--- config.mk ---
export PLATFORM = sky130hd
export DESIGN_NAME = dkrt_top
export DESIGN_NICKNAME = d
export VERILOG_FILES = /design/src/design/dkrt_pkg.sv /design/src/design/dkrt_top.sv
export SDC_FILE = /design/constraint.sdc
export NUM_CORES = 1
export LEC_CHECK = 0
export BUFFER_PORTS_ARGS = -buffer_cell sky130_fd_sc_hd__buf_2
export CORE_MARGIN = 4
export CORE_UTILIZATION = 30
export DETAILED_ROUTE_END_ITERATION = 10
export SLEW_MARGIN = 10
export SYNTH_ARGS = -nofsm -noshare
export SYNTH_HDL_FRONTEND = slang
export SYNTH_SLANG_ARGS = --single-unit
--- constraint.sdc ---
create_clock -name pclk -period 6.8 [get_ports pclk]
set_input_delay 2.04 -clock pclk [delete_from_list [all_inputs] [get_ports pclk]]
set_output_delay 2.04 -clock pclk [all_outputs]
set_load 0.02 [all_outputs]
--- src/design/dkrt_pkg.sv ---
// package: constants, modes and register map for the dual key reset timer
`default_nettype none
package dkrt_pkg;

  // clock and timebase
  localparam int unsigned CLK_HZ       = 100_000_000;  // pclk rate
  localparam int unsigned TICK_US      = 1000;         // slow timebase period in us
  localparam int unsigned TICK_CYCLES  = CLK_HZ / 1_000_000 * TICK_US;  // pclk cycles per tick

  // times in microseconds, as printed
  localparam int unsigned HOLD_SEL_LO_US = 7_500_000;   // select pin low
  localparam int unsigned HOLD_SEL_HI_US = 11_250_000;  // select pin high
  localparam int unsigned HOLD_STD_US    = 7_500_000;
  localparam int unsigned REL_STD_US     = 234_000;
  localparam int unsigned HOLD_ALT1_US   = 10_000_000;
  localparam int unsigned REL_ALT1_US    = 313_000;
  localparam int unsigned HOLD_ALT2_US   = 10_000_000;
  localparam int unsigned REL_ALT2_US    = 78_000;
  localparam int unsigned HOLD_ALT3_US   = 3_000_000;
  localparam int unsigned REL_ALT3_US    = 187_500;

  // tick counts: hold rounds up (least time), release rounds down (longest)
  localparam int unsigned TW = 16;  // tick counter width
  localparam logic [15:0] HOLD_SEL_LO_T = 16'((HOLD_SEL_LO_US + TICK_US - 1) / TICK_US);
  localparam logic [15:0] HOLD_SEL_HI_T = 16'((HOLD_SEL_HI_US + TICK_US - 1) / TICK_US);
  localparam logic [15:0] HOLD_STD_T    = 16'((HOLD_STD_US + TICK_US - 1) / TICK_US);
  localparam logic [15:0] REL_STD_T     = 16'(REL_STD_US / TICK_US);
  localparam logic [15:0] HOLD_ALT1_T   = 16'((HOLD_ALT1_US + TICK_US - 1) / TICK_US);
  localparam logic [15:0] REL_ALT1_T    = 16'(REL_ALT1_US / TICK_US);
  localparam logic [15:0] HOLD_ALT2_T   = 16'((HOLD_ALT2_US + TICK_US - 1) / TICK_US);
  localparam logic [15:0] REL_ALT2_T    = 16'(REL_ALT2_US / TICK_US);
  localparam logic [15:0] HOLD_ALT3_T   = 16'((HOLD_ALT3_US + TICK_US - 1) / TICK_US);
  localparam logic [15:0] REL_ALT3_T    = 16'(REL_ALT3_US / TICK_US);

  // delay option codes
  typedef enum logic [2:0] {
    DKRT_OPT_SELECT = 3'b000,  // selectable hold, release on key only
    DKRT_OPT_STD    = 3'b001,
    DKRT_OPT_ALT1   = 3'b010,
    DKRT_OPT_ALT2   = 3'b011,
    DKRT_OPT_ALT3   = 3'b100
  } dkrt_opt_type;

  // sequencer states
  typedef enum logic [1:0] {
    DKRT_IDLE   = 2'b00,  // waiting for both keys low
    DKRT_TIMING = 2'b01,  // hold timer running
    DKRT_ACTIVE = 2'b10,  // reset asserted
    DKRT_DONE   = 2'b11   // released, waiting for a key to rise
  } dkrt_state_type;

  // register offsets (byte addresses)
  localparam logic [11:0] CTRL_OFF   = 12'h000;
  localparam logic [11:0] STATUS_OFF = 12'h004;
  localparam logic [11:0] COUNT_OFF  = 12'h008;

  // control field layout and reset
  localparam int unsigned CTRL_OPT_LSB = 0;  // option select, 3 bits
  localparam int unsigned CTRL_EN_BIT  = 4;  // timer enable
  localparam logic [31:0] CTRL_RST     = 32'h0000_0011;  // enabled, standard option

  // status field layout
  localparam int unsigned ST_STATE_LSB = 0;  // 2 bits
  localparam int unsigned ST_KEYS_LSB  = 2;  // synced keys, 2 bits
  localparam int unsigned ST_RST_BIT   = 4;  // reset asserted
  localparam int unsigned ST_SEL_BIT   = 5;  // delay select level

  // apb request carrier
  typedef struct packed {
    logic        sel;
    logic        enable;
    logic        write;
    logic [11:0] addr;
    logic [31:0] wdata;
  } dkrt_apb_req_type;

endpackage : dkrt_pkg
`default_nettype wire

--- src/design/dkrt_top.sv ---
// dual key reset timer: key synchroniser, tick divider, sequencer, apb registers
//
// Chosen here: the APB register port and the address map.
`timescale 1ns/1ps
`default_nettype none
module dkrt_top #(
  parameter int unsigned TICK_CYCLES = dkrt_pkg::TICK_CYCLES  // shorten for simulation
) (
  input  wire logic        pclk,
  input  wire logic        presetn,
  input  wire logic        psel,
  input  wire logic        penable,
  input  wire logic        pwrite,
  input  wire logic [11:0] paddr,
  input  wire logic [31:0] pwdata,
  output logic      [31:0] prdata,
  output logic             pready,
  output logic             pslverr,
  input  wire logic        key_in_a_n,
  input  wire logic        key_in_b_n,
  input  wire logic        delay_sel,
  output logic             reset_out_n_o,
  output logic             reset_out_n_oe,
  output logic             reset_out_high
);

  // the divider needs a count of two or more to make a one-cycle tick
  if (TICK_CYCLES < 2) begin : g_tick_check
    $error("TICK_CYCLES must be at least 2");
  end

  dkrt_pkg::dkrt_apb_req_type req;      // bundled bus request
  logic [31:0]                ctrl_q;   // control register
  logic [1:0]                 key_s1_q; // first sync stage, read only by stage two
  logic [1:0]                 key_s2_q; // synchronised keys, low = pressed
  logic                       sel_s1_q; // select pin first stage
  logic                       sel_s2_q; // select pin synchronised
  logic [31:0]                div_q;    // tick divider
  logic                       tick;     // one-cycle slow timebase enable
  logic [15:0]                cnt_q;    // tick counter
  dkrt_pkg::dkrt_state_type   state_q;  // sequencer state
  logic                       rst_act;  // reset asserted
  logic                       both_low; // both keys pressed
  dkrt_pkg::dkrt_opt_type     opt;      // selected option
  logic [15:0]                hold_t;   // hold limit in ticks
  logic [15:0]                rel_t;    // release limit in ticks
  logic                       bus_wr;   // write access phase
  logic                       addr_ok;  // mapped address

  assign req = '{sel: psel, enable: penable, write: pwrite, addr: paddr, wdata: pwdata};

  // keys and select pin come from outside: two flops before use
  always_ff @(posedge pclk or negedge presetn) begin
    if (!presetn) begin
      key_s1_q <= 2'h3;
      key_s2_q <= 2'h3;
      sel_s1_q <= 1'b0;
      sel_s2_q <= 1'b0;
    end else begin
      key_s1_q <= {key_in_b_n, key_in_a_n};
      key_s2_q <= key_s1_q;
      sel_s1_q <= delay_sel;
      sel_s2_q <= sel_s1_q;
    end
  end

  // slow timebase divider
  always_ff @(posedge pclk or negedge presetn) begin
    if (!presetn) begin
      div_q <= 32'h0;
    end else if (tick) begin
      div_q <= 32'h0;
    end else begin
      div_q <= div_q + 32'h1;
    end
  end

  assign tick     = (div_q == 32'(TICK_CYCLES - 1));
  assign both_low = (key_s2_q == 2'h0);  // keys judged only on synced copies
  assign opt      = dkrt_pkg::dkrt_opt_type'(ctrl_q[dkrt_pkg::CTRL_OPT_LSB +: 3]);

  // hold and release limits per option
  always_comb begin
    hold_t = dkrt_pkg::HOLD_STD_T;
    rel_t  = dkrt_pkg::REL_STD_T;
    unique case (opt)
      dkrt_pkg::DKRT_OPT_SELECT: begin
        // pin level is assumed static while powered, so no re-evaluation guard
        hold_t = sel_s2_q ? dkrt_pkg::HOLD_SEL_HI_T : dkrt_pkg::HOLD_SEL_LO_T;
        rel_t  = 16'h0;  // unused: no auto release
      end
      dkrt_pkg::DKRT_OPT_STD: begin
        hold_t = dkrt_pkg::HOLD_STD_T;
        rel_t  = dkrt_pkg::REL_STD_T;
      end
      dkrt_pkg::DKRT_OPT_ALT1: begin
        hold_t = dkrt_pkg::HOLD_ALT1_T;
        rel_t  = dkrt_pkg::REL_ALT1_T;
      end
      dkrt_pkg::DKRT_OPT_ALT2: begin
        hold_t = dkrt_pkg::HOLD_ALT2_T;
        rel_t  = dkrt_pkg::REL_ALT2_T;
      end
      dkrt_pkg::DKRT_OPT_ALT3: begin
        hold_t = dkrt_pkg::HOLD_ALT3_T;
        rel_t  = dkrt_pkg::REL_ALT3_T;
      end
      default: begin
        // unused codes fall back to the standard option
        hold_t = dkrt_pkg::HOLD_STD_T;
        rel_t  = dkrt_pkg::REL_STD_T;
      end
    endcase
  end

  // sequencer; a single tied-low key simply reads as pressed
  always_ff @(posedge pclk or negedge presetn) begin
    if (!presetn) begin
      state_q <= dkrt_pkg::DKRT_IDLE;
      cnt_q   <= 16'h0;
    end else if (!ctrl_q[dkrt_pkg::CTRL_EN_BIT]) begin
      // disabled: drop everything, outputs released
      state_q <= dkrt_pkg::DKRT_IDLE;
      cnt_q   <= 16'h0;
    end else if (tick) begin
      // all four state codes are legal, so no default branch
      unique case (state_q)
        dkrt_pkg::DKRT_IDLE: begin
          cnt_q <= 16'h0;
          if (both_low) begin
            state_q <= dkrt_pkg::DKRT_TIMING;
          end
        end
        dkrt_pkg::DKRT_TIMING: begin
          if (!both_low) begin
            state_q <= dkrt_pkg::DKRT_IDLE;  // abort, next try starts at zero
            cnt_q   <= 16'h0;
          end else if (cnt_q + 16'h1 >= hold_t) begin
            state_q <= dkrt_pkg::DKRT_ACTIVE;
            cnt_q   <= 16'h0;
          end else begin
            cnt_q <= cnt_q + 16'h1;
          end
        end
        dkrt_pkg::DKRT_ACTIVE: begin
          if (!both_low) begin
            state_q <= dkrt_pkg::DKRT_IDLE;  // key release ends reset
            cnt_q   <= 16'h0;
          end else if (opt != dkrt_pkg::DKRT_OPT_SELECT && cnt_q + 16'h1 >= rel_t) begin
            state_q <= dkrt_pkg::DKRT_DONE;  // automatic release
            cnt_q   <= 16'h0;
          end else if (opt != dkrt_pkg::DKRT_OPT_SELECT) begin
            cnt_q <= cnt_q + 16'h1;
          end
        end
        dkrt_pkg::DKRT_DONE: begin
          if (!both_low) begin
            state_q <= dkrt_pkg::DKRT_IDLE;  // re-arm only after a key rises
          end
        end
      endcase
    end
  end

  assign rst_act = (state_q == dkrt_pkg::DKRT_ACTIVE);

  // pin drivers from flops
  always_ff @(posedge pclk or negedge presetn) begin
    if (!presetn) begin
      reset_out_n_oe <= 1'b0;
      reset_out_high <= 1'b0;
    end else begin
      reset_out_n_oe <= rst_act;  // pulls low only, released otherwise
      reset_out_high <= rst_act;  // push-pull mirror
    end
  end

  assign reset_out_n_o = 1'b0;  // open drain: drives low when enabled

  // apb slave, zero wait states
  assign pready  = 1'b1;
  assign addr_ok = (req.addr == dkrt_pkg::CTRL_OFF) || (req.addr == dkrt_pkg::STATUS_OFF) ||
                   (req.addr == dkrt_pkg::COUNT_OFF);
  assign pslverr = req.sel && req.enable && !addr_ok;
  assign bus_wr  = req.sel && req.enable && req.write;

  // control register write
  always_ff @(posedge pclk or negedge presetn) begin
    if (!presetn) begin
      ctrl_q <= dkrt_pkg::CTRL_RST;
    end else if (bus_wr && req.addr == dkrt_pkg::CTRL_OFF) begin
      ctrl_q <= req.wdata & 32'h0000_0017;  // only option and enable bits kept
    end
  end

  // read data registered at setup so it is stable in the access phase
  always_ff @(posedge pclk or negedge presetn) begin
    if (!presetn) begin
      prdata <= 32'h0;
    end else if (req.sel && !req.enable && !req.write) begin
      unique case (req.addr)
        dkrt_pkg::CTRL_OFF:   prdata <= ctrl_q;
        dkrt_pkg::STATUS_OFF: prdata <= {26'h0, sel_s2_q, rst_act, key_s2_q, state_q};
        dkrt_pkg::COUNT_OFF:  prdata <= {16'h0, cnt_q};
        default:              prdata <= 32'h0;
      endcase
    end
  end

endmodule : dkrt_top
`default_nettype wire

# ---- Word level (Yosys, flattened, before mapping)
# Index checks and enable logic that the tools add are counted.
dict set report totals {
  reg_bits 93
  in_bits 52
}
dict set report op_classes {
  add_sub_neg 2
  n_lt_le_gt_ge 2
  eq_ne 16
  muxes 22
  n_reduce_logical 20
}
# cell n
set ops {}
lappend ops {{16-bit 2-to-1 mux} 7}
lappend ops {{16-bit case mux with 3 select lines} 2}
lappend ops {{14-bit case mux with 3 select lines} 1}
lappend ops {{9-bit case mux with 4 select lines} 1}
lappend ops {{32-bit by 1-bit adder with 32-bit output, second input constant} 1}
lappend ops {{32-bit by 17-bit == test with 1-bit output, second input constant} 1}
lappend ops {{16-bit >= comparator} 2}
lappend ops {{32-bit 2-to-1 mux} 1}
lappend ops {{16-bit by 1-bit adder with 16-bit output, second input constant} 1}
lappend ops {{2-bit 2-to-1 mux} 8}
lappend ops {{14-bit 2-to-1 mux} 1}
lappend ops {{12-bit by 3-bit == test with 1-bit output, second input constant} 1}
lappend ops {{12-bit by 4-bit == test with 1-bit output, second input constant} 1}
lappend ops {{12-bit zero test} 1}
lappend ops {{2-bit case mux with 4 select lines} 1}
lappend ops {{1-bit logical AND} 7}
lappend ops {{3-bit by 2-bit == test with 1-bit output, second input constant} 2}
lappend ops {{3-bit inequality test, second input constant} 2}
lappend ops {{5-bit by 3-bit inequality test with 1-bit output, second input constant} 1}
lappend ops {{5-bit AND reduction} 1}
lappend ops {{2-bit == test, second input constant} 2}
lappend ops {{2-bit zero test} 2}
lappend ops {{4-bit by 1-bit inequality test with 1-bit output, second input constant} 1}
lappend ops {{4-bit by 3-bit inequality test with 1-bit output, second input constant} 1}
lappend ops {{10 further kinds} 13}

# ---- Logic depth before layout (Yosys ltp)
dict set report logic_depth {
  word_depth 9
  ltp_mapped 15
}

# ---- Worst setup path before layout
# No wires, ideal clock.
dict set report synth_path {
  kind {input-to-output}
  from {input paddr[2]}
  to {output pslverr}
  arrival_time_ns 2.806
  required_time_ns 4.760
  setup_slack_ns 1.954
  path_stages 3
  path_buffers 1
  cell_sequence {clkbuf_1 -> a21oi_1 -> nor2_1}
}
dict set report synth_between {
  elab_chain_cells 5
}
# element line_no
set synth_rtl {}
lappend synth_rtl {{start, declared} dkrt_top.sv:14} ;# input wire logic [11:0] paddr,
lappend synth_rtl {{12-bit by 3-bit == test with 1-bit output or 12-bit zero test (tied branches)} dkrt_top.sv:182} ;# assign addr_ok = (req.addr == dkrt_pkg::CTRL_OFF) || (req.addr == dkrt_pkg::STATUS_OFF) ||
lappend synth_rtl {{1-bit logical OR} dkrt_top.sv:182}
lappend synth_rtl {{1-bit logical OR *} dkrt_top.sv:182}
lappend synth_rtl {{1-bit zero test *} dkrt_top.sv:184} ;# assign pslverr = req.sel && req.enable && !addr_ok;
lappend synth_rtl {{1-bit logical AND *} dkrt_top.sv:184}
lappend synth_rtl {{end, declared} dkrt_top.sv:18} ;# output logic pslverr,
# Every way passes the cells marked *; elsewhere a longest branch is shown, timed or not.

# ---- Worst setup path in the final report
dict set report layout_path {
  from {input paddr[7]}
  to {output pslverr}
}
# Same word-level chain as after synthesis.

==> qor.txt <==
Period minus WS final: 5.198 ns
GRT overflow: 0
Tot GR Track Use: 12.37%
Yosys top cell area share: 38.00%
IO Pins: 89
Clock root buffer: clkbuf_16
Seq/Total Area, Yosys: 41.37%
Arrival time worst endpoint: 3.16 ns
Sink Count: 77
Setup violators final: 0
Routed vias: 3721
Wire per inst: 14.24 µm
DP Worst Slack: 1.576 ns
YS warnings: 0
Critical path startpoint category: input pin
Row count: 45
Die W: 132.8 µm
Post-synth EDFFs: 0
R2r worst-path depth: 13
Reg clk slew, reported paths: 0.06 ns
DP HPWL: 7.964 mm
Inserted Diodes: 0
Hold WC Path Type: flop to flop
Initial DRC Count: 154
Flops & latches, synth: 77
Die footprint: 17650 µm²
# DRC: 0
Req. time, crit path: 4.76 ns
Hold_buf cts: 0
Number of max-cap violations: 0
Final worst setup slack: 1.602 ns
Final Max Tran Viols: 0
Worst skew pair latency: 0.34 ns
Clock buffer depth: 2
Number of global-route vias before repair: 3681
Critical setup path kind: input pin to output pin
DRT Pass-1 Iters: 5
Initial antenna violation count: 0
Via density per instance: 4.975
Leak Pwr: 2.557 nW
Fmax: 192.4 MHz
Power per standard cell area: 180.2 nW/µm²
Most frequent cell after synthesis: dfrtp_1
First-pass GRT wire length: 18.08 mm
Tcrit/Tclk final: 76.45%
FFs w/ async S/R, synth: 100.0%
Fin. Hold Viols: 0
Post-DRT Antenna Nets: 0
Avg Inst Size Synth: 9.427 µm²
Slew @ Worst Pin: 1.010 ns
Post-Route WL: 10.65 mm
Post-Syn Area: 4676 µm²
Synth Flop Type: dfrtp_1
Resize count post-CTS: 0
Top post-synthesis cells by area: dfrtp_1 (38%), ha_1 (7.2%), nand2_1 (4.9%), xor2_1 (4.1%), dfstp_2 (3.4%)
Dpl cell area: 4977 µm²
Relative slew margins: 32.52%
Crit end category: output pin
RSZ-0062 raised after global routing: no
CTS Buf Count: 9
WHS Path Cells: 0
Area leader, netlist: dfrtp_1
H-tree Lvls: 3
Post-Synthesis Cells: 496
CTS tree: yes
Design Power: 0.0009464 W
Hold_ws: 0.3483 ns
Crit-path max FO: 5
Die extent in y: 132.8 µm
Area Overhead vs Synth: 12.31%
Top cells by instance count after synthesis: dfrtp_1 (71), nand2_1 (61), nor2_1 (37), ha_1 (27), nand3_1 (26)
Fraction of layout cells with a size suffix above 1: 16.95%
Unique masters post-synth: 57
Setup tns final: 0 ns
Status: finished, final reports clean
Max IR drop VDD: 0.1057 mV
Initial core utilization: 30.64%
RePlAce Congestion: 0.8620
Core Area: 15260 µm²
Largest net degree at the start of global routing: 78
NumNets Final: 611
Final Instance Area: 5251 µm²
# Post-CTS Setup Buffers: 0
Layout Skew: 0.01340 ns
IO Port Bufs: 42
==> final timing paths <==
| check | slack (ns) | endpoint | startpoint |
|---|---|---|---|
| max in group asynchronous | 4.32 | div_q[0] | presetn |
| worst min-delay path | 0.35 | sel_s2_q | sel_s1_q |
| worst max-delay path | 1.60 | pslverr | paddr[7] |
| worst min register to register | 0.35 | sel_s2_q | sel_s1_q |
| worst max register to register | 3.01 | state_q[1] | cnt_q[0] |
| min in group asynchronous | 1.84 | prdata[15] | presetn |
==> metrics by stage <==
step / cells / util (%)
2_1_floorplan: 512 / -
3_3_place_gp: 732 / 32.62
3_5_place_dp: 732 / 32.62
4_1_cts: 748 / 34.42
5_1_grt: 748 / 34.42
6_report: 748 / 34.42
==> cell type report <==
type	instances	area, µm²
multi-input combinational	380	2469
clock inverter	7	48.80
fill	1544	10010
inverter	18	67.56
tap	211	264.0
sequential	77	1934
timing repair buffer	46	242.7
clock buffer	9	225.2
==> cell families (layout without fill, tap and decap cells) <==
| group | Yosys count | count (layout) | share of synthesized area, % |
|---|---|---|---|
| AOI/OAI and AO/OA | 66 | 66 | 10.09 |
| xor gates and xnor gates | 39 | 39 | 7.305 |
| DFF | 77 | 77 | 41.37 |
| muxes | 10 | 10 | 2.275 |
| other | 2 | 18 | 0.1606 |
| and+or+nand+nor | 220 | 220 | 24.46 |
| buffers and inverters | 55 | 80 | 7.118 |
| adders and majority gates | 27 | 27 | 7.225 |
==> cell usage in the layout (no fill, tap or decap), drive strengths merged, types with 2 or more instances in the layout <==
cell,netlist,final
mux2i,5,5
a22o,10,10
dfrtp,71,71
nand4b,2,2
nor2b,10,10
o2111ai,3,3
inv,18,20
clkbuf,13,9
nor2,37,37
o21ai,12,12
and2,4,4
nand3b,2,2
dfstp,6,6
nor3,12,12
a2111oi,2,2
a31oi,3,3
nor4b,3,3
or3,2,2
xor2,22,22
conb,2,18
nand3,27,27
or2,5,5
nor4,19,19
and3,10,10
a21oi,14,14
clkinv,0,4
o31ai,5,5
ha,27,27
o21bai,2,2
nand2b,5,5
buf,24,46
a22oi,3,3
nand4,15,15
mux2,5,5
xnor2,17,17
o211ai,4,4
nand2,61,61
and4,3,3
o21a,3,3
==> where the power goes <==
part / leakage (nW) / switching [W] / internal, W
combinational: 1.38 / 0.0000298 / 0.0000102
sequential: 1.04 / 0.00000145 / 0.000461
clock: 0.136 / 0.000196 / 0.000248
==> worst max-delay path, cell delays in order <==
cell     delay (ns)
buf_2          0.11
nor4_1         0.33
nand3_1        0.24
a21oi_1        0.22
nor2_1         0.06
buf_2          0.16
==> routing by layer <==
metal	up-vias	part of all wire (%)	global-route usage, %
li1	1797	-	-
met1	1825	45	15.74
met2	77	49	20.71
met3	22	3.9	2.852
met4	0	2.1	4.099
met5	-	0	0
==> flip-flops by register name (all words and copies together) (netlist names) <==
register,count
state_q,2
reset_out_high,1
sel_s2_q,1
key_s1_q,2
prdata,16
div_q,32
sel_s1_q,1
key_s2_q,2
cnt_q,16
ctrl_q,4
No activity file was read; power rests on OpenSTA's default activity.
